File: config.mk
export PLATFORM = sky130hd
export DESIGN_NAME = dss_seek_sector
export DESIGN_NICKNAME = d
export VERILOG_FILES = /design/src/verilog/dss_pkg.sv /design/src/verilog/dss_seek_sector.sv
export SDC_FILE = /design/constraint.sdc
export NUM_CORES = 1
export LEC_CHECK = 0
export ABC_CLOCK_PERIOD_IN_PS = 2950
export BUFFER_PORTS_ARGS = -buffer_cell sky130_fd_sc_hd__buf_2
export CELL_PAD_IN_SITES_DETAIL_PLACEMENT = 0
export CELL_PAD_IN_SITES_GLOBAL_PLACEMENT = 1
export CORE_ASPECT_RATIO = 0.5
export CORE_MARGIN = 4
export CORE_UTILIZATION = 35
export CTS_CLUSTER_DIAMETER = 150
export CTS_CLUSTER_SIZE = 30
export DETAILED_ROUTE_END_ITERATION = 16
export HOLD_SLACK_MARGIN = 0.1
export PLACE_DENSITY = 0.8
export SYNTH_ARGS = -nofsm -noshare
export SYNTH_HDL_FRONTEND = slang
export SYNTH_SLANG_ARGS = --single-unit
File: constraint.sdc
create_clock -name clk_i -period 2.95 [get_ports clk_i]
set_input_delay 0.7375 -clock clk_i [delete_from_list [all_inputs] [get_ports clk_i]]
set_output_delay 0.7375 -clock clk_i [all_outputs]
set_load 0.1 [all_outputs]
File: src/verilog/dss_pkg.sv
package dss_pkg;
   // Core clock
   localparam int CLK_MHZ         = 25;
   // Drive timing in printed units
   localparam int PULSE_MFM_US    = 4;
   localparam int PULSE_FM_US     = 8;
   localparam int DIR_SETUP_US    = 24;
   localparam int SETTLE_MS       = 15;
   localparam int RATE00_MS       = 6;
   localparam int RATE01_MS       = 12;
   localparam int RATE10_MS       = 2;
   localparam int RATE11_MS       = 3;
   // Derived cycle counts
   localparam int PULSE_MFM_CYC   = PULSE_MFM_US * CLK_MHZ;
   localparam int PULSE_FM_CYC    = PULSE_FM_US * CLK_MHZ;
   localparam int DIR_SETUP_CYC   = DIR_SETUP_US * CLK_MHZ;
   localparam int SETTLE_CYC      = SETTLE_MS * 1000 * CLK_MHZ;
   localparam int RATE00_CYC      = RATE00_MS * 1000 * CLK_MHZ;
   localparam int RATE01_CYC      = RATE01_MS * 1000 * CLK_MHZ;
   localparam int RATE10_CYC      = RATE10_MS * 1000 * CLK_MHZ;
   localparam int RATE11_CYC      = RATE11_MS * 1000 * CLK_MHZ;
   localparam int TIMER_W         = 20;
   // Revolution, step and byte limits
   localparam logic [7:0] SPINUP_INDEX = 8'h06;
   localparam logic [7:0] IDLE_REVS    = 8'h09;
   localparam logic [7:0] SEARCH_REVS  = 8'h05;
   localparam logic [7:0] RESTORE_MAX  = 8'hff;
   localparam logic [7:0] DAM_FM_BYTES = 8'h1e;
   localparam logic [7:0] DAM_MFM_BYTES = 8'h2b;
   // Register byte addresses
   localparam logic [4:0] ADR_CMD     = 5'h00;
   localparam logic [4:0] ADR_STATUS  = 5'h04;
   localparam logic [4:0] ADR_TRACK   = 5'h08;
   localparam logic [4:0] ADR_SECTOR  = 5'h0c;
   localparam logic [4:0] ADR_DATA    = 5'h10;
   localparam logic [4:0] ADR_CTRL    = 5'h14;
   // Status bit positions
   localparam int ST_BUSY  = 0;
   localparam int ST_BREQ  = 1;
   localparam int ST_LOST  = 2;
   localparam int ST_CRC   = 3;
   localparam int ST_RNF   = 4;
   localparam int ST_DDM   = 5;
   localparam int ST_MOTOR = 7;
   // Command fields
   localparam int F_UPD    = 4;
   localparam int F_NOSPIN = 3;
   localparam int F_VER    = 2;
   // Opcodes in command bits 7..4, the 3-bit ones in bits 7..5
   localparam logic [3:0] OP_RESTORE = 4'h0;
   localparam logic [3:0] OP_SEEK    = 4'h1;
   localparam logic [3:0] OP_FORCE   = 4'hd;
   localparam logic [2:0] OP_STEP    = 3'h1;
   localparam logic [2:0] OP_STEPIN  = 3'h2;
   localparam logic [2:0] OP_STEPOUT = 3'h3;
   localparam logic [2:0] OP_READ    = 3'h4;
   // Reset values
   localparam logic [7:0] SPT_RST = 8'h0a;

   typedef struct packed {
      logic       valid;
      logic [7:0] track;
      logic [7:0] sector;
      logic       crc_ok;
   } dss_id_t;

   typedef struct packed {
      logic       valid;
      logic [7:0] data;
   } dss_byte_t;

   typedef struct packed {
      logic data_field_marker;
      logic deleted;
      logic tick;
      logic last;
      logic crc_ok;
   } dss_mark_t;
endpackage

File: src/verilog/dss_seek_sector.sv
// Register access over Wishbone and the register offsets were left to the implementer.
`timescale 1ns/1ps
// Summary of operation
// - Step pulse 4 us MFM, 8 us FM
// - Direction high inward, settled 24 us before
// - 15 ms settle before verify, or when E flag set
// - Verify track match, good CRC ends cleanly
// - Verify match, bad CRC flags, keeps looking
// - Verify fails after 5 revolutions: seek error
// - Spin-up: motor on, wait 6 index pulses
// - Motor off after 9 idle revolutions
// - Restore steps out until track zero, clears track
// - Restore gives up after 255 steps
// - Seek steps until track equals target
// - Step repeats last direction, optional update
// - Step-in increments track when update set
// - Step-out decrements track when update set
// - Sector command sets busy, optional settle
// - Match track then sector, need good CRC
// - Record not found after 5 revolutions
// - Multiple sectors increment until past last
// - Data mark within 30/43 bytes or re-search
// - Bytes to holding register, overrun sets lost
// - Data CRC error flags and terminates
// - Status bit 5 records deleted data mark
// - Step rate code selects 6/12/2/3 ms
// - Positioning bits: update, no-spin, verify
// - Sector bits: multi, no-spin, settle delay
module dss_seek_sector import dss_pkg::*; #(
   parameter int SETTLE_CYCLES = SETTLE_CYC,
   parameter int RATE00_CYCLES = RATE00_CYC,
   parameter int RATE01_CYCLES = RATE01_CYC,
   parameter int RATE10_CYCLES = RATE10_CYC,
   parameter int RATE11_CYCLES = RATE11_CYC
) (
   input  wire logic        clk_i,
   input  wire logic        rst_i,
   input  wire logic [4:0]  adr_i,
   input  wire logic [31:0] dat_i,
   output logic      [31:0] dat_o,
   input  wire logic        we_i,
   input  wire logic [3:0]  sel_i,
   input  wire logic        cyc_i,
   input  wire logic        stb_i,
   output logic             ack_o,
   input  wire logic        track_zero_sense_n_i,
   input  wire logic        index_i,
   input  wire dss_id_t     id_i,
   input  wire dss_byte_t   byte_i,
   input  wire dss_mark_t   mark_i,
   output logic             step_o,
   output logic             direction_o,
   output logic             spindle_power_out_o,
   output logic             completion_interrupt_o,
   output logic             byte_request_o,
   output logic             busy_o
);
   if (SETTLE_CYCLES < 1 || SETTLE_CYCLES >= 2**TIMER_W || RATE00_CYCLES < 1 || RATE00_CYCLES >= 2**TIMER_W ||
       RATE01_CYCLES < 1 || RATE01_CYCLES >= 2**TIMER_W || RATE10_CYCLES < 1 || RATE10_CYCLES >= 2**TIMER_W ||
       RATE11_CYCLES < 1 || RATE11_CYCLES >= 2**TIMER_W) begin : g_chk
      $error("dss_seek_sector: delay count outside timer range");
   end

   typedef enum logic [3:0] {
      S_IDLE, S_SPIN, S_START, S_DSET, S_PULSE, S_RATE, S_SETTLE,
      S_VERIFY, S_SEARCH, S_DAM, S_READ, S_DONE
   } dss_state_t;

   dss_state_t         state;
   logic [7:0]         cmd;
   logic [7:0]         track;
   logic [7:0]         sector;
   logic [7:0]         byte_holding_register;
   logic               fm;
   logic [7:0]         spt;
   logic               st_lost;
   logic               st_crc;
   logic               st_rnf;
   logic               st_ddm;
   logic [7:0]         steps;
   logic [7:0]         revs;
   logic [7:0]         bytes;
   logic [TIMER_W-1:0] timer;

   // Bus decode
   wire        wb_take  = cyc_i & stb_i & ~ack_o;
   wire        wr       = wb_take & we_i;
   wire        rd       = wb_take & ~we_i;
   wire        wr_cmd   = wr & (adr_i == ADR_CMD) & sel_i[0];
   wire        wr_trk   = wr & (adr_i == ADR_TRACK) & sel_i[0];
   wire        wr_sec   = wr & (adr_i == ADR_SECTOR) & sel_i[0];
   wire        wr_dat   = wr & (adr_i == ADR_DATA) & sel_i[0];
   wire        wr_ctl   = wr & (adr_i == ADR_CTRL);
   wire        rd_stat  = rd & (adr_i == ADR_STATUS);
   wire        rd_dat   = rd & (adr_i == ADR_DATA);
   wire        force_it = wr_cmd & (dat_i[7:4] == OP_FORCE);
   wire        accept   = wr_cmd & ~force_it & ~busy_o;
   wire [7:0]  status   = {spindle_power_out_o, 1'b0, st_ddm, st_rnf, st_crc, st_lost, byte_request_o, busy_o};
   wire [31:0] rd_word  = (adr_i == ADR_CMD)    ? {24'h0, cmd} :
                          (adr_i == ADR_STATUS) ? {24'h0, status} :
                          (adr_i == ADR_TRACK)  ? {24'h0, track} :
                          (adr_i == ADR_SECTOR) ? {24'h0, sector} :
                          (adr_i == ADR_DATA)   ? {24'h0, byte_holding_register} :
                          (adr_i == ADR_CTRL)   ? {16'h0, spt, 7'h0, fm} : 32'h0;

   // Command decode
   wire is_t1      = ~cmd[7];
   wire is_restore = cmd[7:4] == OP_RESTORE;
   wire is_seek    = cmd[7:4] == OP_SEEK;
   wire is_stepin  = cmd[7:5] == OP_STEPIN;
   wire is_stepout = cmd[7:5] == OP_STEPOUT;
   wire is_step    = cmd[7:5] == OP_STEP;
   wire is_read    = cmd[7:5] == OP_READ;
   wire upd        = cmd[F_UPD] & ~is_restore & ~is_seek;
   wire verify     = cmd[F_VER];
   wire multi      = cmd[F_UPD];
   wire tz         = ~track_zero_sense_n_i;

   // Timing selection
   wire [TIMER_W-1:0] rate_ld  = (cmd[1:0] == 2'h0) ? TIMER_W'(RATE00_CYCLES - 1) :
                                 (cmd[1:0] == 2'h1) ? TIMER_W'(RATE01_CYCLES - 1) :
                                 (cmd[1:0] == 2'h2) ? TIMER_W'(RATE10_CYCLES - 1) :
                                                      TIMER_W'(RATE11_CYCLES - 1);
   wire [TIMER_W-1:0] pulse_ld = fm ? TIMER_W'(PULSE_FM_CYC - 1) : TIMER_W'(PULSE_MFM_CYC - 1);
   wire [TIMER_W-1:0] settl_ld = TIMER_W'(SETTLE_CYCLES - 1);
   wire [TIMER_W-1:0] dset_ld  = TIMER_W'(DIR_SETUP_CYC - 1);
   wire [7:0]         dam_lim  = fm ? DAM_FM_BYTES : DAM_MFM_BYTES;
   wire               t_done   = timer == '0;
   wire               rev_end  = index_i & (revs == SEARCH_REVS - 8'h01);
   wire               trk_hit  = id_i.valid & (id_i.track == track);
   wire               sec_hit  = trk_hit & (id_i.sector == sector);
   wire               at_tgt   = track == byte_holding_register;
   wire               lost_now = byte_i.valid & byte_request_o & ~rd_dat;
   wire [7:0]         trk_step = direction_o ? track + 8'h01 : track - 8'h01;

   assign busy_o = state != S_IDLE;
   assign step_o = state == S_PULSE;

   // Wishbone slave: one wait state, unmapped reads return zero
   always_ff @(posedge clk_i) begin
      if (rst_i) begin
         ack_o <= 1'b0;
         dat_o <= 32'h0;
      end else begin
         ack_o <= wb_take;
         if (rd) begin
            dat_o <= rd_word;
         end
      end
   end

   // Interrupt and byte request: hardware set beats software clear
   always_ff @(posedge clk_i) begin
      if (rst_i) begin
         completion_interrupt_o <= 1'b0;
         byte_request_o         <= 1'b0;
      end else begin
         if (rd_stat || accept) begin
            completion_interrupt_o <= 1'b0;
         end
         if (force_it && dat_i[3]) begin
            completion_interrupt_o <= 1'b1;
         end
         if (state == S_DONE) begin
            completion_interrupt_o <= 1'b1;
         end
         if (rd_dat || accept) begin
            byte_request_o <= 1'b0;
         end
         if (state == S_READ && byte_i.valid) begin
            byte_request_o <= 1'b1;
         end
      end
   end

   // Host configuration registers
   always_ff @(posedge clk_i) begin
      if (rst_i) begin
         fm  <= 1'b0;
         spt <= SPT_RST;
      end else if (wr_ctl) begin
         if (sel_i[0]) begin
            fm <= dat_i[0];
         end
         if (sel_i[1]) begin
            spt <= dat_i[15:8];
         end
      end
   end

   // Command sequencer
   always_ff @(posedge clk_i) begin
      if (rst_i) begin
         state                 <= S_IDLE;
         cmd                   <= 8'h0;
         track                 <= 8'h0;
         sector                <= 8'h0;
         byte_holding_register <= 8'h0;
         st_lost               <= 1'b0;
         st_crc                <= 1'b0;
         st_rnf                <= 1'b0;
         st_ddm                <= 1'b0;
         steps                 <= 8'h0;
         revs                  <= 8'h0;
         bytes                 <= 8'h0;
         timer                 <= '0;
         direction_o           <= 1'b0;
         spindle_power_out_o   <= 1'b0;
      end else begin
         timer <= t_done ? timer : timer - TIMER_W'(1);
         if (wr_trk) track <= dat_i[7:0];
         if (wr_sec) sector <= dat_i[7:0];
         if (wr_dat) byte_holding_register <= dat_i[7:0];
         if (index_i) revs <= revs + 8'h01;
         case (state)
            S_IDLE: begin
               if (spindle_power_out_o && index_i && revs == IDLE_REVS - 8'h01) begin
                  spindle_power_out_o <= 1'b0;
               end
               if (accept) begin
                  cmd     <= dat_i[7:0];
                  st_lost <= 1'b0;
                  st_crc  <= 1'b0;
                  st_rnf  <= 1'b0;
                  st_ddm  <= 1'b0;
                  steps   <= 8'h0;
                  revs    <= 8'h0;
                  if (!dat_i[F_NOSPIN] && !spindle_power_out_o) begin
                     spindle_power_out_o <= 1'b1;
                     state               <= S_SPIN;
                  end else begin
                     state <= S_START;
                  end
               end
            end
            S_SPIN: begin
               if (index_i && revs == SPINUP_INDEX - 8'h01) begin
                  state <= S_START;
               end
            end
            S_START: begin
               timer <= dset_ld;
               state <= S_DSET;
               if (is_read) begin
                  revs  <= 8'h0;
                  timer <= settl_ld;
                  state <= verify ? S_SETTLE : S_SEARCH;
               end else if (!is_t1) begin
                  state <= S_DONE;
               end else if (is_restore) begin
                  direction_o <= 1'b0;
                  if (tz) begin
                     track <= 8'h0;
                     revs  <= 8'h0;
                     timer <= settl_ld;
                     state <= verify ? S_SETTLE : S_DONE;
                  end
               end else if (is_seek) begin
                  direction_o <= byte_holding_register > track;
                  if (at_tgt) begin
                     revs  <= 8'h0;
                     timer <= settl_ld;
                     state <= verify ? S_SETTLE : S_DONE;
                  end
               end else if (is_stepin) begin
                  direction_o <= 1'b1;
               end else if (is_stepout) begin
                  direction_o <= 1'b0;
               end
            end
            S_DSET: begin
               if (t_done) begin
                  timer <= pulse_ld;
                  state <= S_PULSE;
                  steps <= steps + 8'h01;
                  if (is_seek || upd) track <= trk_step;
               end
            end
            S_PULSE: begin
               if (t_done) begin
                  timer <= rate_ld;
                  state <= S_RATE;
               end
            end
            S_RATE: begin
               if (t_done) begin
                  revs  <= 8'h0;
                  timer <= settl_ld;
                  state <= verify ? S_SETTLE : S_DONE;
                  if (is_restore && tz) begin
                     track <= 8'h0;
                  end else if (is_restore && steps == RESTORE_MAX) begin
                     st_rnf <= verify;
                  end else if (is_restore || (is_seek && !at_tgt)) begin
                     timer <= pulse_ld;
                     state <= S_PULSE;
                     steps <= steps + 8'h01;
                     if (is_seek) track <= trk_step;
                  end
               end
            end
            S_SETTLE: begin
               if (t_done) begin
                  revs  <= 8'h0;
                  state <= is_t1 ? S_VERIFY : S_SEARCH;
               end
            end
            S_VERIFY: begin
               if (trk_hit && id_i.crc_ok) begin
                  state <= S_DONE;
               end else begin
                  if (trk_hit) st_crc <= 1'b1;
                  if (rev_end) begin
                     st_rnf <= 1'b1;
                     state  <= S_DONE;
                  end
               end
            end
            S_SEARCH, S_DAM: begin
               if (state == S_SEARCH && sec_hit && id_i.crc_ok) begin
                  bytes <= 8'h0;
                  state <= S_DAM;
               end else if (rev_end) begin
                  st_rnf <= 1'b1;
                  state  <= S_DONE;
               end else if (state == S_DAM && mark_i.data_field_marker) begin
                  st_ddm <= mark_i.deleted;
                  state  <= S_READ;
               end else if (state == S_DAM && mark_i.tick) begin
                  bytes <= bytes + 8'h01;
                  if (bytes == dam_lim - 8'h01) state <= S_SEARCH;
               end
            end
            S_READ: begin
               if (byte_i.valid && !lost_now) byte_holding_register <= byte_i.data;
               if (lost_now) st_lost <= 1'b1;
               if (mark_i.last) begin
                  revs <= 8'h0;
                  if (!mark_i.crc_ok) begin
                     st_crc <= 1'b1;
                     state  <= S_DONE;
                  end else if (multi) begin
                     sector <= sector + 8'h01;
                     state  <= (sector < spt) ? S_SEARCH : S_DONE;
                  end else begin
                     state <= S_DONE;
                  end
               end
            end
            S_DONE: begin
               revs  <= 8'h0;
               state <= S_IDLE;
            end
            default: begin
               state <= S_IDLE;
            end
         endcase
         if (force_it) begin
            state <= S_IDLE;
         end
      end
   end

   // Checking helpers
   logic [7:0] hi_cnt;
   logic [9:0] dir_age;
   logic       dir_q;
   always_ff @(posedge clk_i) begin
      if (rst_i) begin
         hi_cnt  <= 8'h0;
         dir_age <= 10'h0;
         dir_q   <= 1'b0;
      end else begin
         hi_cnt  <= step_o ? hi_cnt + 8'h01 : 8'h0;
         dir_q   <= direction_o;
         dir_age <= (direction_o != dir_q) ? 10'h0 : (&dir_age ? dir_age : dir_age + 10'h001);
      end
   end
endmodule
==> impl_metrics.ini, run 1 <==
[yosys]
postSynthAreaPerCell_um2 = 7.95
yosysWarnings = 0
synth_area_mm2 = 0.00732
synthArstFlopShare_pct = 0
ys_dominant_reg_cell = dfxtp_1
postSynthCellCount = 921
yosys_register_bits = 114
synth_edf_count = 0
ys_seq_area_share_pct = 31.2
ys_types = 76

[run_status]
status = finished, final reports clean

[placed_design]
hpwl_um = 17500
place_area_mm2 = 0.00826
dp_cells = 1286
port_buffers = 84
place_congestion = 0.910

[timing]
maxSlewViolCount = 0
min_period_ns = 2.79
finalHoldViolCount = 0
slew_headroom_pct = 55.0
setup_viol = 0
rsz0062_at_grt = no
finalCritPeriodShare_pct = 94.6
tightest_slew_ns = 0.666
fmax_ghz = 0.358
finClkSkew_ns = 0.0124
finalSetupTns_ns = 0

[final_layout]
syn_to_final_growth_pct = 21.2
fin_area_mm2 = 0.00887
final_cells = 1318
nets = 1149
multi_input_area_mm2 = 0.00466
seq_area_mm2 = 0.00228
nFillCells = 2078
diodes = 0
layout-drive-gt1-share_pct = 18.8

[route]
vias_per_cell = 5.42
antenna_left = 0
vias = 7144
route.detailed.drc = 0
drtIter0Drc = 578
drt_pass1_iterations = 6
routed_wl_um = 23000
routedWlPerCell_um = 17.5

[clocking]
clk_latency_ns = 0.42
numClockSinks = 114
clk_pin_slew_ns = 0.06
cts_tree = yes
cts-root-buf = clkbuf_16
cts_max_level = 4
cts_buffers = 17
clock_path_buffers = 2
holdBufCountCts = 0
cts_resized = 0
postCtsSetupBuffers = 0

[die]
io_pins = 119
placementRows = 37
die_h_um = 110
core_area_mm2 = 0.0206
die_x_um = 213
dieArea_mm2 = 0.0234
start_util_pct = 35.6

[critical_path]
reg2reg_from = state[3]$_SDFFE_PP0P_
path_cells = buf_4 > nor2b_1 > nand2_1 > inv_1 > buf_12
rrSetupSlack_ns = 0.48
cp_slowest_stage_delay_ns = 0.41
reg2reg_depth = 7
critPathBufInv = 3
cp-end-kind = output pin
cp.arrival_ns = 2.05
crit-reg2reg-capture = state[1]$_SDFFE_PP0P_
cp_slowest_cell = dfxtp_1
crit_type = reg -> out
crit_family = buffers and inverters
crit_required_ns = 2.21
cp-start-kind = flip-flop
critical_path_depth = 5
cp_max_fo = 12

[grt]
gr-usage-all-layers_pct = 19.9
grt_pass1_wl_um = 36900
grt_max_degree = 49
grt_pass1_vias = 6772
grt-ovfl-total = 0
antenna_found_initial = 0

[power_and_ir_drop]
power.density_mw_per_mm2 = 582
finalPower_mw = 5.16
leakagePower_nw = 3.57
max-vdd-ir-drop_mv = 0.369

[hold_path]
whs_path_depth = 2
min_from = st_crc$_SDFFE_PP0P_
hp-class = reg -> reg
min_to = st_crc$_SDFFE_PP0P_

[flow_run]
drv_cap = 0
synthesized netlist by cell type (all sizes together), types with 6 or more instances:
cell type / n / area share [%]
a211oi: 18 / 2.0
a21oi: 73 / 5.0
a221oi: 14 / 1.7
a22oi: 11 / 1.1
and2: 12 / 1.0
and3: 13 / 1.1
buf: 23 / 2.2
clkbuf: 38 / 2.0
dfxtp: 114 / 31
ha: 36 / 6.2
inv: 36 / 1.8
mux2i: 24 / 3.3
nand2: 66 / 3.5
nand2b: 11 / 0.94
nand3: 23 / 1.6
nand3b: 6 / 0.67
nand4: 18 / 1.5
nor2: 118 / 6.1
nor2b: 11 / 0.94
nor3: 30 / 2.1
nor3b: 6 / 0.62
nor4: 12 / 1.2
o211ai: 6 / 0.62
o21a: 7 / 0.72
o21ai: 38 / 2.6
o22ai: 9 / 0.77
o31ai: 10 / 1.0
xnor2: 15 / 1.8
xor2: 37 / 4.4
worst register-to-register path, cell delays in order, from the launching register on:
cell and delay, ns:
dfxtp_1 0.53, and2b_1 0.20, nand3_1 0.09, or4b_2 0.62, o21ai_0 0.18, o41ai_1 0.15
a211oi_4 0.40, mux2i_1 0.23
cell families (layout without fill, tap and decap cells):
kind of cell / count (synthesis) / in the layout / synth area share, %
multiplexers: 27 / 27 / 3.74
AO/OA/AOI/OAI: 239 / 239 / 21.9
flip-flops: 114 / 114 / 31.2
other: 1 / 16 / 0.0512
buffers and inverters: 98 / 207 / 6.10
adder cells (fa/ha/maj): 37 / 37 / 6.43
XOR/XNOR: 52 / 52 / 6.22
AND/OR/NAND/NOR: 353 / 353 / 24.4
stage by stage:
stage / hold WS (ns) / util (%) / setup slack (ns)
2_1_floorplan: 0.436 / - / 0.0570
3_3_place_gp: 0.446 / 40.2 / 0.0539
3_5_place_dp: 0.452 / 40.2 / 0.0560
4_1_cts: 0.466 / 43.1 / 0.0400
5_1_grt: 0.500 / 43.2 / 0.0538
6_report: 0.470 / 43.2 / 0.160
routing by layer:
metal	GRT usage [%]	part of all wire, %
met5	0	0
met4	4.92	1.4
met3	4.78	6.8
met2	30.3	43
met1	28.4	48
final cells by class:
cell class / instances / share of cell area, %
clock buffer: 17 / 4.80
clock inverter: 15 / 2.05
inverter: 37 / 1.57
multi-input combinational: 724 / 52.5
sequential: 114 / 25.7
tap: 273 / 3.85
timing repair buffer: 138 / 9.48
how the worst max path moves through the flow:
| stage | from | end |
|---|---|---|
| floorplan | direction_o$_SDFFE_PP0P_ | track[7]$_SDFF_PP0_ |
| global placement | adr_i[1] | state[1]$_SDFFE_PP0P_ |
| detailed placement | adr_i[1] | state[3]$_SDFFE_PP0P_ |
| CTS | state[2]$_SDFFE_PP0P_ | busy_o |
| global route | state[2]$_SDFFE_PP0P_ | step_o |
| finish | state[3]$_SDFFE_PP0P_ | step_o |
sequential cells by signal, indices dropped and copies added (netlist names):
name                    cells
timer                      20
dat_o                      16
byte_holding_register       8
bytes                       8
cmd                         8
revs                        8
sector                      8
spt                         8
steps                       8
track                       8
state                       4
ack_o                       1
byte_request_o              1
completion_interrupt_o      1
direction_o                 1
fm                          1
spindle_power_out_o         1
st_crc                      1
st_ddm                      1
st_lost                     1
st_rnf                      1
cell usage in the layout (no fill, tap or decap), types with 5 or more instances in the layout:
cell type  instances
a211oi_1          17
a21oi_1           73
a221oi_1          14
a22oi_1           11
a311oi_1           5
a31oi_1            5
and2_1            12
and3_1            13
buf_2             83
buf_4             54
clkbuf_16         17
conb_1            16
dfxtp_1          114
ha_1              36
inv_1             36
mux2i_1           24
nand2_1           64
nand2b_1          11
nand3_1           23
nand3b_1           5
nand4_1           18
nor2_1           118
nor2b_1           11
nor3_1            30
nor3b_1            6
nor4_1             9
o211ai_1           6
o21a_1             7
o21ai_0           36
o22ai_1            9
o31ai_1           10
xnor2_1           15
xor2_1            37
report_power, final:
part           switching [mW]  total [mW]  internal [mW]
registers              0.0792        1.72           1.64
clock network           0.811        2.15           1.34
logic                   0.809        1.29          0.486
total                    1.70        5.16           3.46
Power figures use the tool's default switching activity.
==> run 2: changes to the inputs <==
ABC_CLOCK_PERIOD_IN_PS = 2500   (was 2950)
HOLD_SLACK_MARGIN = unset   (was 0.1)
PLACE_DENSITY = unset   (was 0.8)
PLACE_DENSITY_LB_ADDON = 0.1   (was unset)
clock period = 2.5 ns   (was 2.95 ns; I/O delays follow)
==> impl_metrics.ini, run 2 (synthesis gave the netlist of run 1 again) <==
[run_status]
status = finished, final reports clean

[timing]
rsz0062_at_grt = no
finClkSkew_ns = 0.00716
maxSlewViolCount = 0
setup_viol = 0
finalHoldViolCount = 0
setup_ws_ns = 0.118
slew_headroom_pct = 57.5
tightest_slew_ns = 0.629
min_period_ns = 2.38
fmax_ghz = 0.420
finalCritPeriodShare_pct = 95.3

[final_layout]
seq_area_mm2 = 0.00228
multi_input_area_mm2 = 0.00471
reg_top3 = timer: 20 flops, dat_o: 16 flops
final_cell_mix = 117 x nor2_1, 112 x dfxtp_1, 107 x buf_4
diodes = 0
nets = 1203
fin_area_mm2 = 0.00938
layout_commonest_cell = nor2_1
nFillCells = 2148
layout-drive-gt1-share_pct = 23.7
largest_reg_flops = 20
syn_to_final_growth_pct = 28.1
regMostFlops = timer

[critical_path]
path_cells = or4_4 > nor4_4 > and2_1 > buf_4 > o21ai_2 > a211oi_4 > mux2i_1
critical_path_depth = 7
cp_slowest_cell = or4_4
cp_max_fo = 8
reg2reg_depth = 7
crit_required_ns = 2.85
reg2reg_from = timer[11]$_SDFF_PP0_
crit_type = reg -> reg
cp-startpoint = timer[11]$_SDFF_PP0_
crit-reg2reg-capture = state[3]$_SDFFE_PP0P_
critPathBufInv = 1
crit_family = simple AND/OR/NAND/NOR gates
cp-end-kind = flip-flop
cp_slowest_stage_delay_ns = 0.56
cp-start-kind = flip-flop
crit_end = state[3]$_SDFFE_PP0P_
cp.arrival_ns = 2.74
rrSetupSlack_ns = 0.12

[power_and_ir_drop]
p_comb_share_pct = 27.3
p_clk_share_pct = 41.2
max-vdd-ir-drop_mv = 0.368
p_int_mw = 4.34
power.switching_mw = 2.08
pwr-share-seq_pct = 31.5
swShare_pct = 32.4
power.density_mw_per_mm2 = 685
leakagePower_nw = 3.86

[route]
routed_wl_um = 25000
drt_pass1_iterations = 5
antenna_left = 0
vias = 7348
vias_per_cell = 5.36
routedWlPerCell_um = 18.3
drtIter0Drc = 462
route.detailed.drc = 0

[grt]
antenna_found_initial = 0
gr-usage-all-layers_pct = 21.6
grt-ovfl-total = 0
grt_pass1_vias = 7008
grt_max_degree = 42
grt_pass1_wl_um = 39000

[clocking]
clock_path_buffers = 2
cts_tree = yes
cts_buffers = 17
numClockSinks = 114
holdBufCountCts = 0
cts-root-buf = clkbuf_16
cts_max_level = 4
clk_pin_slew_ns = 0.06
clk_latency_ns = 0.43

[flow_run]
drv_cap = 0

[hold_path]
hp-class = in -> reg

[die]
placementRows = 37
dieArea_mm2 = 0.0234
io_pins = 119
die_h_um = 110
die_x_um = 213
core_area_mm2 = 0.0206
start_util_pct = 35.6

[placed_design]
place_area_mm2 = 0.00868
place_congestion = 0.900
pre_cts_ws_ns = -0.278
hpwl_um = 19200
port_buffers = 84
==> run 2: cell count changes in the layout (fill, tap and decap cells not counted), sizes merged <==
cell,change
clkinv,-1
clkbuf,+2
bufinv,+1
buf,+54
clkinvlp,+1
inv,-3
==> run 2: routing by layer <==
layer  part of all wire [%]  up-vias  global-route usage (%)  wire [um]
li1                       -     3648                       -          -
met1                     51     3482                    31.3      12800
met2                     43      201                    32.8      10600
met3                    5.4       17                    4.52       1350
met4                    1.0        0                    4.92        250
met5                      0        -                       0          0
==> run 2: tightest hold or removal path, stage by stage <==
cell and delay, ns:
buf_2 0.07, mux2i_1 0.05, nor2_1 0.07
==> run 2: per-stage QoR <==
stage               TNS [ns]  util [%]  hold WS (ns)  power (mW)  std cells
floorplan            -0.0362         -         0.436        3.16        936
global placement       -3.99      42.2         0.460        3.72       1338
detailed placement     -4.33      42.2         0.465        3.74       1338
CTS                        0      45.3         0.418        6.41       1370
global route               0      45.6         0.451        6.71       1372
finish                     0      45.6         0.431        6.42       1372
==> run 2: layout make-up <==
class / instances / share of cell area, %
multi-input cells: 724 / 50.2
inverters: 37 / 1.48
clock inverters: 13 / 1.96
clock buffers: 19 / 4.72
well taps: 273 / 3.64
repair buffers: 192 / 13.6
flip-flops and latches: 114 / 24.4
==> run 2: worst min-delay path by stage <==
stage                     slack (ns)  depth (start not counted)                   to                 from
after floorplan                 0.44                          2  st_crc$_SDFFE_PP0P_  st_crc$_SDFFE_PP0P_
after global placement          0.46                          2  st_crc$_SDFFE_PP0P_  st_crc$_SDFFE_PP0P_
after detailed placement        0.47                          2  cmd[3]$_SDFFE_PP0P_  cmd[3]$_SDFFE_PP0P_
after CTS                       0.42                          3  spt[4]$_SDFFE_PP0P_            dat_i[12]
after global routing            0.45                          3  spt[7]$_SDFFE_PP0P_            dat_i[15]
final                           0.43                          3  spt[4]$_SDFFE_PP0P_            dat_i[12]
==> run 2: what timing repair did <==
item | 4_1_cts | 5_1_grt
endpoints found under the setup margin | 3 | 11
resized for setup | 2 | 11
cloned | 0 | 0
hold endpoints to repair | 0 | 0
buffers inserted | 0 | 2
pin swaps | 0 | 3
==> run 2: power groups by stage <==
stage                     Clock [mW]  Combinational, mW  Sequential [mW]
after floorplan                    0               1.08             2.08
after global placement             0               1.67             2.05
after detailed placement           0               1.68             2.06
after CTS                       2.68               1.70             2.02
after global routing            2.76               1.91             2.04
final                           2.64               1.76             2.02
